**config.mk**
```make
export PLATFORM = sky130hd
export DESIGN_NAME = rpc_top
export DESIGN_NICKNAME = d
export VERILOG_FILES = /design/src/rpc_pkg.sv /design/src/rpc_err_tally.sv /design/src/rpc_link_mon.sv /design/src/rpc_top.sv
export SDC_FILE = /design/constraint.sdc
export NUM_CORES = 1
export LEC_CHECK = 0
export BUFFER_PORTS_ARGS = -buffer_cell sky130_fd_sc_hd__clkbuf_2
export CAP_MARGIN = 0
export CORE_MARGIN = 1.5
export CORE_UTILIZATION = 51
export DETAILED_ROUTE_END_ITERATION = 7
export GPL_ROUTABILITY_DRIVEN = 1
export MAX_ROUTING_LAYER = met4
export PLACE_DENSITY = 0.8
export SETUP_SLACK_MARGIN = 0.15
export SYNTH_ARGS = -nofsm -noshare
export SYNTH_HDL_FRONTEND = slang
export SYNTH_SLANG_ARGS = --single-unit
```
**constraint.sdc**
```tcl
create_clock -name clk_i -period 2.5 [get_ports clk_i]
set_input_delay 0.375 -clock clk_i [delete_from_list [all_inputs] [get_ports clk_i]]
set_output_delay 0.375 -clock clk_i [all_outputs]
set_load 0.02 [all_outputs]
```
**src/rpc_pkg.sv**
```systemverilog
// How it works
// - Unused upper bits of both registers read as zero and ignore writes.
// - The low byte tallies receive errors seen with carrier and bad symbols.
// - One carrier event adds at most one, however many errors it holds.
// - A carrier event that saw a collision adds nothing.
// - The tally sticks at all ones and never wraps.
// - Config bit 10 puts the transmitter in true quiet mode; clear is normal.
// - Config bit 9 forces the signal to count as present.
// - Bit 8 set: link rises on signal and lock, holds while signal stays.
// - Bit 8 clear: link rises on signal and lock, drops if either is lost.
// - Bit 7 picks a 2 ms lock timeout, otherwise 722 us.
// - Config bit 5 forces a good 100 Mb/s link.
// - Config bit 2 bypasses the line coding stage in both directions.
package rpc_pkg;
    // register indices, byte address is four times the index
    localparam logic [7:0]  RPC_IDX_ERR   = 8'h15;
    localparam logic [7:0]  RPC_IDX_CFG   = 8'h16;
    // config field positions
    localparam int          RPC_B_FREECLK = 11;
    localparam int          RPC_B_QUIET   = 10;
    localparam int          RPC_B_FORCESD = 9;
    localparam int          RPC_B_HOLD    = 8;
    localparam int          RPC_B_LONGTMO = 7;
    localparam int          RPC_B_FORCEOK = 5;
    localparam int          RPC_B_BYPASS  = 2;
    localparam logic [15:0] RPC_CFG_WMASK = 16'h0FA4;
    localparam logic [15:0] RPC_CFG_RST   = 16'h0100;
    localparam logic [7:0]  RPC_CNT_RST   = 8'h00;
    localparam logic [7:0]  RPC_CNT_MAX   = 8'hFF;
    // lock timeouts
    localparam int          RPC_CLK_NS    = 10;
    localparam int          RPC_SHORT_US  = 722;
    localparam int          RPC_LONG_MS   = 2;
    localparam int          RPC_SHORT_CYC = RPC_SHORT_US * 1000 / RPC_CLK_NS;
    localparam int          RPC_LONG_CYC  = RPC_LONG_MS * 1000000 / RPC_CLK_NS;
    localparam int          RPC_TMO_W     = 18;
    typedef logic [7:0]           rpc_cnt_t;
    typedef logic [RPC_TMO_W-1:0] rpc_tmo_t;
endpackage

```
**src/rpc_err_tally.sv**
```systemverilog
`timescale 1ns/1ps
`default_nettype none
module rpc_err_tally (
    input  wire logic        clk_i,
    input  wire logic        rst_i,
    input  wire logic        carrier_i,
    input  wire logic        rx_err_i,
    input  wire logic        collision_i,
    input  wire logic        clear_i,
    output rpc_pkg::rpc_cnt_t count_o
);
    import rpc_pkg::*;

    typedef enum logic {TAL_IDLE, TAL_EVENT} rpc_tal_t;

    rpc_tal_t state;
    logic     seen_err;
    logic     seen_col;
    logic     bump;

    // carrier event tracking
    always_ff @(posedge clk_i) begin
        if (rst_i) begin
            state <= TAL_IDLE;
        end else begin
            case (state)
                TAL_IDLE:  if (carrier_i) state <= TAL_EVENT;
                TAL_EVENT: if (!carrier_i) state <= TAL_IDLE;
                default:   state <= TAL_IDLE;
            endcase
        end
    end

    // flags gathered over one event, errors only count under carrier
    always_ff @(posedge clk_i) begin
        if (rst_i) begin
            seen_err <= 1'b0;
            seen_col <= 1'b0;
        end else if (carrier_i && state == TAL_IDLE) begin
            seen_err <= rx_err_i;
            seen_col <= collision_i;
        end else if (carrier_i) begin
            seen_err <= seen_err | rx_err_i;
            seen_col <= seen_col | collision_i;
        end
    end

    // decided at carrier end so a late collision still vetoes
    assign bump = state == TAL_EVENT && !carrier_i
                  && seen_err && !seen_col;

    // a clear in the same cycle as a bump restarts the count at one
    always_ff @(posedge clk_i) begin
        if (rst_i) begin
            count_o <= RPC_CNT_RST;
        end else if (bump) begin
            if (clear_i) count_o <= 8'h01;
            else if (count_o != RPC_CNT_MAX) count_o <= count_o + 8'h01;
        end else if (clear_i) begin
            count_o <= RPC_CNT_RST;
        end
    end

    property p_sat;
        @(posedge clk_i) disable iff (rst_i)
        count_o == RPC_CNT_MAX && !clear_i |=> count_o == RPC_CNT_MAX;
    endproperty
    a_sat: assert property (p_sat) else $error("tally wrapped");

    property p_col;
        @(posedge clk_i) disable iff (rst_i)
        state == TAL_EVENT && seen_col && !carrier_i && !clear_i
        |=> count_o == $past(count_o);
    endproperty
    a_col: assert property (p_col) else $error("collision counted");

    property p_once;
        @(posedge clk_i) disable iff (rst_i)
        carrier_i && state == TAL_EVENT && !clear_i
        |=> count_o == $past(count_o);
    endproperty
    a_once: assert property (p_once) else $error("mid event bump");

    property p_count;
        @(posedge clk_i) disable iff (rst_i)
        bump && !clear_i && count_o != RPC_CNT_MAX
        |=> count_o == $past(count_o) + 8'h01;
    endproperty
    a_count: assert property (p_count) else $error("error missed");
endmodule
`default_nettype wire

```
**src/rpc_link_mon.sv**
```systemverilog
`timescale 1ns/1ps
`default_nettype none
module rpc_link_mon #(
    parameter int SHORT_CYC = rpc_pkg::RPC_SHORT_CYC,
    parameter int LONG_CYC  = rpc_pkg::RPC_LONG_CYC
) (
    input  wire logic clk_i,
    input  wire logic rst_i,
    input  wire logic signal_i,
    input  wire logic sync_i,
    input  wire logic force_sd_i,
    input  wire logic hold_i,
    input  wire logic long_tmo_i,
    input  wire logic force_ok_i,
    output logic      sig_o,
    output logic      lock_o,
    output logic      link_o
);
    import rpc_pkg::*;

    typedef enum logic {LNK_DOWN, LNK_UP} rpc_lnk_t;

    localparam rpc_tmo_t SHORT_LIM = rpc_tmo_t'(SHORT_CYC - 1);
    localparam rpc_tmo_t LONG_LIM  = rpc_tmo_t'(LONG_CYC - 1);

    rpc_lnk_t state;
    rpc_tmo_t timer;
    rpc_tmo_t limit;

    assign sig_o = signal_i | force_sd_i;
    assign limit = long_tmo_i ? LONG_LIM : SHORT_LIM;

    // lock kept alive by sync, lost after a quiet timeout
    always_ff @(posedge clk_i) begin
        if (rst_i) begin
            lock_o <= 1'b0;
            timer  <= '0;
        end else if (sync_i) begin
            lock_o <= 1'b1;
            timer  <= '0;
        end else if (lock_o) begin
            if (timer >= limit) lock_o <= 1'b0;
            else timer <= timer + 1'b1;
        end
    end

    // link state under the selected hold policy
    always_ff @(posedge clk_i) begin
        if (rst_i) begin
            state <= LNK_DOWN;
        end else begin
            case (state)
                LNK_DOWN: if (sig_o && lock_o) state <= LNK_UP;
                LNK_UP: begin
                    if (!sig_o || (!hold_i && !lock_o)) state <= LNK_DOWN;
                end
                default: state <= LNK_DOWN;
            endcase
        end
    end

    assign link_o = force_ok_i | (state == LNK_UP);

    property p_hold;
        @(posedge clk_i) disable iff (rst_i)
        state == LNK_UP && hold_i && sig_o |=> state == LNK_UP;
    endproperty
    a_hold: assert property (p_hold) else $error("link dropped");

    property p_strict;
        @(posedge clk_i) disable iff (rst_i)
        state == LNK_UP && !hold_i && !lock_o |=> state == LNK_DOWN;
    endproperty
    a_strict: assert property (p_strict) else $error("link kept");
endmodule
`default_nettype wire

```
**src/rpc_top.sv**
```systemverilog
// Register access over Wishbone is this design's own decision.
`timescale 1ns/1ps
`default_nettype none
module rpc_top #(
    parameter int LOCK_SHORT_CYC = rpc_pkg::RPC_SHORT_CYC,
    parameter int LOCK_LONG_CYC  = rpc_pkg::RPC_LONG_CYC
) (
    input  wire logic        clk_i,
    input  wire logic        rst_i,
    // classic wishbone slave
    input  wire logic [7:0]  adr_i,
    input  wire logic [31:0] dat_i,
    output logic      [31:0] dat_o,
    input  wire logic        we_i,
    input  wire logic [3:0]  sel_i,
    input  wire logic        cyc_i,
    input  wire logic        stb_i,
    output logic             ack_o,
    // line side pins, asynchronous
    input  wire logic        crs_pin_i,
    input  wire logic        rx_er_pin_i,
    input  wire logic        col_pin_i,
    input  wire logic        sig_det_pin_i,
    input  wire logic        desc_sync_pin_i,
    input  wire logic        rx_line_pin_i,
    // transmit code bit from local logic
    input  wire logic        tx_code_i,
    output logic             tx_line_o,
    output logic             rx_code_o,
    output logic             link_good_o,
    output logic             signal_present_o,
    output logic             desc_lock_o,
    output logic             quiet_transmit_enable_o,
    output logic             rx_clk_free_o
);
    import rpc_pkg::*;

    localparam int NPIN = 6;

    // pin bit order inside the synchroniser
    localparam int P_CRS  = 0;
    localparam int P_RXER = 1;
    localparam int P_COL  = 2;
    localparam int P_SIG  = 3;
    localparam int P_SYNC = 4;
    localparam int P_LINE = 5;

    logic [NPIN-1:0] pin_raw;
    wire  [NPIN-1:0] pin_s;
    logic [15:0]     cfg;
    rpc_cnt_t        tally;
    logic            req;
    logic            start;
    logic            wr_cfg;
    logic            rd_err;
    logic [15:0]     next_cfg;
    logic [15:0]     rd_word;
    logic            tx_nrzi;
    logic            rx_prev;
    logic            sig_eff;

    // register hit for one index, word aligned only
    function automatic logic reg_hit(input logic [7:0] adr,
                                     input logic [7:0] idx);
        reg_hit = adr[7:2] == idx[5:0] && adr[1:0] == 2'b00;
    endfunction

    assign pin_raw = {rx_line_pin_i, desc_sync_pin_i, sig_det_pin_i,
                      col_pin_i, rx_er_pin_i, crs_pin_i};

    // two flops per pin, first stage feeds only the second
    // local flops per lane so no vector has several clocked writers
    genvar gi;
    generate
        for (gi = 0; gi < NPIN; gi++) begin : g_sync
            logic meta_q;
            logic sync_q;
            always_ff @(posedge clk_i) begin
                if (rst_i) begin
                    meta_q <= 1'b0;
                    sync_q <= 1'b0;
                end else begin
                    meta_q <= pin_raw[gi];
                    sync_q <= meta_q;
                end
            end
            assign pin_s[gi] = sync_q;
        end
    endgenerate

    // bus side: one wait state, ack held for a single cycle
    assign req    = cyc_i && stb_i;
    assign start  = req && !ack_o;
    assign wr_cfg = start && we_i && reg_hit(adr_i, RPC_IDX_CFG);
    assign rd_err = start && !we_i && reg_hit(adr_i, RPC_IDX_ERR);

    always_ff @(posedge clk_i) begin
        if (rst_i) ack_o <= 1'b0;
        else ack_o <= start;
    end

    // byte lanes 0 and 1 carry the 16 bit register
    always_comb begin
        next_cfg = cfg;
        if (sel_i[0]) next_cfg[7:0] = dat_i[7:0];
        if (sel_i[1]) next_cfg[15:8] = dat_i[15:8];
        next_cfg = next_cfg & RPC_CFG_WMASK;
    end

    // configuration storage
    always_ff @(posedge clk_i) begin
        if (rst_i) cfg <= RPC_CFG_RST;
        else if (wr_cfg) cfg <= next_cfg;
    end

    // read mux, unmapped and reserved bits return zero
    always_comb begin
        rd_word = 16'h0000;
        if (reg_hit(adr_i, RPC_IDX_ERR)) rd_word = {8'h00, tally};
        else if (reg_hit(adr_i, RPC_IDX_CFG)) rd_word = cfg;
    end

    // data captured with the old tally before the clear lands
    always_ff @(posedge clk_i) begin
        if (rst_i) dat_o <= 32'h0000_0000;
        else if (start && !we_i) dat_o <= {16'h0000, rd_word};
    end

    rpc_err_tally u_tally (
        .clk_i       (clk_i),
        .rst_i       (rst_i),
        .carrier_i   (pin_s[P_CRS]),
        .rx_err_i    (pin_s[P_RXER]),
        .collision_i (pin_s[P_COL]),
        .clear_i     (rd_err),
        .count_o     (tally)
    );

    rpc_link_mon #(
        .SHORT_CYC (LOCK_SHORT_CYC),
        .LONG_CYC  (LOCK_LONG_CYC)
    ) u_link (
        .clk_i      (clk_i),
        .rst_i      (rst_i),
        .signal_i   (pin_s[P_SIG]),
        .sync_i     (pin_s[P_SYNC]),
        .force_sd_i (cfg[RPC_B_FORCESD]),
        .hold_i     (cfg[RPC_B_HOLD]),
        .long_tmo_i (cfg[RPC_B_LONGTMO]),
        .force_ok_i (cfg[RPC_B_FORCEOK]),
        .sig_o      (sig_eff),
        .lock_o     (desc_lock_o),
        .link_o     (link_good_o)
    );

    assign signal_present_o        = sig_eff;
    assign quiet_transmit_enable_o = cfg[RPC_B_QUIET];
    // stored only, no receive clock logic behind it
    assign rx_clk_free_o           = cfg[RPC_B_FREECLK];

    // transmit line coding: a one toggles the line
    always_ff @(posedge clk_i) begin
        if (rst_i) tx_nrzi <= 1'b0;
        else if (tx_code_i) tx_nrzi <= !tx_nrzi;
    end

    // quiet keeps the line still, bypass sends code bits raw
    always_ff @(posedge clk_i) begin
        if (rst_i) begin
            tx_line_o <= 1'b0;
        end else if (cfg[RPC_B_QUIET]) begin
            tx_line_o <= 1'b0;
        end else if (cfg[RPC_B_BYPASS]) begin
            tx_line_o <= tx_code_i;
        end else begin
            tx_line_o <= tx_nrzi ^ tx_code_i;
        end
    end

    // receive decode: a line change is a one
    always_ff @(posedge clk_i) begin
        if (rst_i) begin
            rx_prev   <= 1'b0;
            rx_code_o <= 1'b0;
        end else begin
            rx_prev <= pin_s[P_LINE];
            if (cfg[RPC_B_BYPASS]) rx_code_o <= pin_s[P_LINE];
            else rx_code_o <= pin_s[P_LINE] ^ rx_prev;
        end
    end

    property p_ack_one;
        @(posedge clk_i) disable iff (rst_i)
        ack_o |=> !ack_o;
    endproperty
    a_ack_one: assert property (p_ack_one) else $error("ack too long");

    property p_err_upper;
        @(posedge clk_i) disable iff (rst_i)
        start && !we_i && reg_hit(adr_i, RPC_IDX_ERR)
        |=> ack_o && dat_o[31:8] == 24'h000000;
    endproperty
    a_err_upper: assert property (p_err_upper) else $error("upper set");

    property p_cfg_rsv;
        @(posedge clk_i) disable iff (rst_i)
        (cfg & ~RPC_CFG_WMASK) == 16'h0000;
    endproperty
    a_cfg_rsv: assert property (p_cfg_rsv) else $error("reserved kept");

    property p_rdclr;
        @(posedge clk_i) disable iff (rst_i)
        rd_err && !u_tally.bump |=> tally == RPC_CNT_RST;
    endproperty
    a_rdclr: assert property (p_rdclr) else $error("no read clear");

    property p_rdval;
        @(posedge clk_i) disable iff (rst_i)
        rd_err |=> dat_o[7:0] == $past(tally);
    endproperty
    a_rdval: assert property (p_rdval) else $error("stale tally read");

    property p_quiet;
        @(posedge clk_i) disable iff (rst_i)
        cfg[RPC_B_QUIET] |=> !tx_line_o;
    endproperty
    a_quiet: assert property (p_quiet) else $error("quiet line moved");

    property p_bypass;
        @(posedge clk_i) disable iff (rst_i)
        cfg[RPC_B_BYPASS] && !cfg[RPC_B_QUIET]
        |=> tx_line_o == $past(tx_code_i);
    endproperty
    a_bypass: assert property (p_bypass) else $error("coding applied");

    property p_force_ok;
        @(posedge clk_i) disable iff (rst_i)
        cfg[RPC_B_FORCEOK] |-> link_good_o;
    endproperty
    a_force_ok: assert property (p_force_ok) else $error("link not forced");

    property p_force_sd;
        @(posedge clk_i) disable iff (rst_i)
        cfg[RPC_B_FORCESD] |-> signal_present_o;
    endproperty
    a_force_sd: assert property (p_force_sd) else $error("sd not forced");

    property p_timeout;
        @(posedge clk_i) disable iff (rst_i)
        desc_lock_o && !pin_s[P_SYNC] && u_link.timer >= u_link.limit
        |=> !desc_lock_o;
    endproperty
    a_timeout: assert property (p_timeout) else $error("lock outlived");

    property p_wr_mask;
        @(posedge clk_i) disable iff (rst_i)
        wr_cfg && sel_i[1:0] == 2'b11
        |=> cfg == ($past(dat_i[15:0]) & RPC_CFG_WMASK);
    endproperty
    a_wr_mask: assert property (p_wr_mask) else $error("write lost");
endmodule
`default_nettype wire

```
After elaboration in Yosys (flattened, before gate mapping):

Cells that the tools add are included.
Widths: inputs -> output; s select.

* reductions and logical operators: 33
* muxes and demuxes: 20
* equal/unequal tests: 3
* bitwise operators: 9
* order comparisons: 1
* add/subtract/negate cells: 2

Operator list (count)
* $mux 8: 4
* $mux 12: 2
* $add 18x1->18 const B: 1
* $ge 18x18->1: 1
* $mux 18: 1
* $logic_and 1x1->1: 14
* $eq 6x5->1 const B: 2
* $mux 1: 12
* $add 8x1->8 const B: 1
* $logic_not 1->1: 8
* $ne 8x8->1 const B: 1
* $reduce_and 2->1: 4
* $reduce_bool 2->1: 3
* $or 1x1->1: 4
* $reduce_or 2->1: 2
* $not 1->1: 3
* $logic_not 2->1: 1
* $pmux 1 s2: 1
* $xor 1x1->1: 2
* $logic_or 1x1->1: 1

* flip-flop bits (word level): 71
* output and inout port bits: 40
* logic and storage cells: 95
* input port bits: 56

Longest topological paths before layout:

* depth in word-level cells: 6
* gate-level depth with buffers: 9
* depth with buffers taken out: 8

Cells and area by module:

Synthesis repeated with hierarchy kept, for this count alone.

* cell total of the unflattened synthesis: 344
* area total of the unflattened synthesis: 3239.4 sq um

Modules (own cells, without submodules)
* rpc_top: area each 1438.9 sq um, times used 1, seq. area each 720.7 sq um, cells each 135
* rpc_link_mon: area each 1191.1 sq um, times used 1, seq. area each 400.4 sq um, cells each 145
* rpc_err_tally: area each 609.3 sq um, times used 1, seq. area each 220.2 sq um, cells each 64

Worst setup path before layout:

Ideal clock, no wire load.

* kind: register to register
* start point: register cfg[7]
* end point: register u_link.timer[14]
* buffers on the path: 0
* library setup time: 128 ps
* arrival: 2004 ps
* period minus slack after synthesis: 2132 ps
* path slack: 368 ps
* data required time: 2372 ps
* stages on the path, launching flop included: 9
* cell sequence: dfxtp_1 inv_1 ha_1 nand2_1 nor3_1 a2111o_1 or4_1 xor2_1 nor2_1

* cells in the longest elaborated chain, start to end: 4

Ends and longest elaborated chain
* from (decl): line rpc_top.sv:50 `logic [15:0] cfg;`
* from (signal assigned): line rpc_top.sv:113 `else if (wr_cfg) cfg <= next_cfg;`
* $mux 18: line rpc_link_mon.sv:31 `assign limit = long_tmo_i ? LONG_LIM : SHORT_LIM;`
* $ge 18x18->1: line rpc_link_mon.sv:42 `if (timer >= limit) lock_o <= 1'b0;`
* $not 1->1 (no line)
* $reduce_and 2->1 (no line)
* to (signal assigned): line rpc_link_mon.sv:43 `else timer <= timer + 1'b1;`
* to (decl): line rpc_link_mon.sv:27 `rpc_tmo_t timer;`

No other way between the ends.
A chain may end at the register's enable or synchronous reset.

Worst setup path in the final report:

* start point: register cfg[7]
* end point: register u_link.timer[2]

Same word-level chain as after synthesis.

==> run_results.csv <==
group,metric,value,unit
sta,skew,0.00557,ns
cells_and_area,syn_to_final_growth,15.0,%
status,status,"completed",
floorplanning,die_h,79.8,um
drt,drt_iter0_drc,99,
cells_and_area,fillers,487,
setup_path,end_kind,"flip-flop",
pwr,power.density,610,mW/mm^2
flow_run,maxCapViolations,0,
setup_path,crit_buf_inv,2,
pwr,power_leakage,0.00152,uW
yosys,ys.flop_type,"dfxtp_1",
setup_path,r2r_cells,9,
cts,clk_pin_slew_worst_paths,0.07,ns
cts,clk_root_buffer_cell,"clkbuf_8",
sta,max_clock_freq,449,MHz
sta,setup_viol,0,
yosys,yosysTopAreaCellShare,44.5,%
yosys,yosysTopAreaCell,"dfxtp_1",
drt,drc,0,
global_route,antenna_found_initial,0,
cells_and_area,n_antenna_cell,0,
floorplanning,pin_count,96,
setup_path,path_class,"reg -> reg",
global_route,grt_pass1_wl,9570,um
cts,cts_sinks,67,
cts,clk_path_buf_depth,2,
setup_path,path_cells,"inv_2 > ha_1 > or4_1 > a21oi_1 > o41ai_2 > a21oi_2 > buf_12 > a21oi_1 > a31o_2",
placed_design,io_buffers,48,
yosys,synthDistinctLibCells,43,
setup_path,cpMaxStageDelayCell,"or4_1",
drt,wirelength,5900,um
yosys,ys_top_cells_by_area,"dfxtp_1 (45%), nor2_1 (6.0%), buf_4 (5.2%)",
floorplanning,chipWidth,79.8,um
drt,routed_via_density,5.30,
drt,drtAntennaViolNets,0,
global_route,overflow,0,
sta,finalCritPeriodShare,89.1,%
yosys,synth_seq_area_share,44.5,%
placed_design,dpl.hpwl,4340,um
drt,vias,2452,
worst_hold_path,hold_depth,2,
floorplanning,core_area,0.00561,mm^2
yosys,async_flop_share,0,%
setup_path,cp-start-kind,"flip-flop",
cts,hold_buffers,0,
setup_path,slowest_delay,0.46,ns
pwr,power,2120,uW
setup_path,required,2.74,ns
yosys,synthCells,338,
global_route,grt_usage,19.9,%
cts,htree_levels,3,
yosys,yosys_warnings,0,
global_route,grt_start_max_net_pins,35,
placed_design,dpl-instance-area,0.00325,mm^2
sta,grt_setup_unrepaired,"no",
setup_path,crit_top_cell,"a21oi_1",
global_route,grt_pass1_vias,2152,
floorplanning,dieArea,0.00638,mm^2
setup_path,cp.depth,9,
sta,hold_viol,0,
cts,cts_tree,"built",
cells_and_area,drive_gt1_share,21.7,%
cells_and_area,fin_nets,452,
setup_path,path_max_fanout,20,
yosys,ys_seq_elements,67,
cells_and_area,fin_cells,463,
yosys,synth-edff-count,0,
sta,slew_headroom,50.3,%
yosys,synth_area_per_cell,8.91,um^2
cts,cts_buffers,9,
floorplanning,start_util,53.7,%
drt,wl_per_cell,12.7,um
sta,fin_crit,2.23,ns
setup_path,cp.arrival,2.47,ns
sta,fin_tns_setup,0,ns
sta,worstMarginPinSlew,0.743,ns
worst_hold_path,min_path_type,"in -> reg",
placed_design,dp.cells,447,
cells_and_area,stdcell_area,0.00346,mm^2
cells_and_area,final_util,61.8,%
drt,first_pass_iters,5,
cts,clock_latency,0.35,ns
placed_design,gp_congestion,0.848,
yosys,netlist_area,0.00301,mm^2
sta,report.final.slew_viol_count,0,
pwr,ir_drop,0.407,mV
floorplanning,rows,27,
setup_path,cpLargestDelayFamily,"compound AO/OA/AOI/OAI gates",
==> through the flow <==
| step | hold slack [ns] | setup WS (ns) |
|---|---|---|
| 2_1_floorplan | 0.414 | 0.368 |
| 3_3_place_gp | 0.416 | 0.319 |
| 3_5_place_dp | 0.429 | 0.236 |
| 4_1_cts | 0.220 | 0.219 |
| 5_1_grt | 0.220 | 0.179 |
| 6_report | 0.234 | 0.271 |
==> path summary, 6_finish.rpt <==
check / from / slack (ns) / to
min: col_pin_i / 0.23 / g_sync[2].meta_q
min reg2reg: g_sync[1].meta_q / 0.44 / g_sync[1].sync_q
max: cfg[7] / 0.27 / u_link.timer[2]
max reg2reg: cfg[7] / 0.27 / u_link.timer[2]
==> power by group <==
group	total, uW	switching, uW	internal [uW]
registers	1090	7.92	1080
clock network	893	407	487
logic	130	85.8	43.9
total	2110	500	1610
==> cell usage after synthesis, drive strengths merged (4+ instances only) <==
library cell / count
dfxtp: 67
nor2: 48
nand2: 24
buf: 23
a21oi: 19
nor2b: 16
a22oi: 14
and3: 11
clkbuf: 11
ha: 10
mux2i: 9
a31o: 8
inv: 8
nand3: 8
nand4: 8
xor2: 7
nor3: 6
xnor2: 6
or2: 4
==> layout by cell type, fill, tap and decap left out, drive strengths merged, types with 4 or more instances in the layout <==
master   n
conb    20
mux2i    9
xnor2    6
nand2   24
a22oi   14
clkinv   4
xor2     7
nand4    8
inv      8
nor3     6
or2      4
a21oi   19
dfxtp   67
and3    11
ha      10
nand3    8
buf      4
clkbuf  58
nor2    48
a31o     8
nor2b   16
==> worst register-to-register path, delay by kind of cell (launching register included) <==
family / cells / cell delay, ns
AO/OA/AOI/OAI: 5 / 0.84
AND/OR/NAND/NOR: 1 / 0.46
buffers and inverters: 2 / 0.27
flip-flops: 1 / 0.35
adder cells (fa/ha/maj): 1 / 0.20
==> sequential cells by signal, indices dropped and copies added, names as in the netlist <==
register	cells
u_tally.seen_col	1
u_tally.count_o	8
u_link.lock_o	1
g_sync.sync_q	6
dat_o	12
u_tally.seen_err	1
tx_nrzi	1
cfg	7
g_sync.meta_q	6
tx_line_o	1
rx_code_o	1
u_tally.state	1
rx_prev	1
ack_o	1
u_link.state	1
u_link.timer	18
==> kinds of logic (layout without fill, tap and decap cells) <==
logic type | count (synthesis) | count (layout) | share of synthesized area [%]
DFF | 67 | 67 | 44.5
adders and majority gates | 10 | 10 | 4.15
AOI/OAI and AO/OA | 54 | 54 | 12.5
xor gates and xnor gates | 13 | 13 | 3.78
other | 1 | 20 | 0.125
muxes | 9 | 9 | 2.99
buffers and inverters | 42 | 76 | 7.94
and+or+nand+nor | 142 | 142 | 24.0
==> what timing repair did <==
item                       CTS  global route
setup buffers                0             0
setup endpoints to repair    0             7
gates resized for setup      0             3
==> metal layers <==
layer | track usage (%) | vias up | wire [um]
met5 | - | - | 0
met4 | 6.38 | 0 | 76
met3 | 6.86 | 10 | 310
met2 | 31.3 | 71 | 2790
met1 | 24.0 | 1140 | 2730
li1 | - | 1231 | -
==> cell type report <==
cell class / count / area (um^2) / area share [%]
Multi-Input combinational cell: 248 / 1520 / 43.8
Inverter: 8 / 30.0 / 0.867
Clock buffer: 10 / 138 / 3.97
Sequential cell: 67 / 1340 / 38.7
Timing Repair Buffer: 52 / 283 / 8.16
Tap cell: 72 / 90.1 / 2.60
Clock inverter: 6 / 65.1 / 1.88
Note: power is estimated with default switching activity, not from simulation.
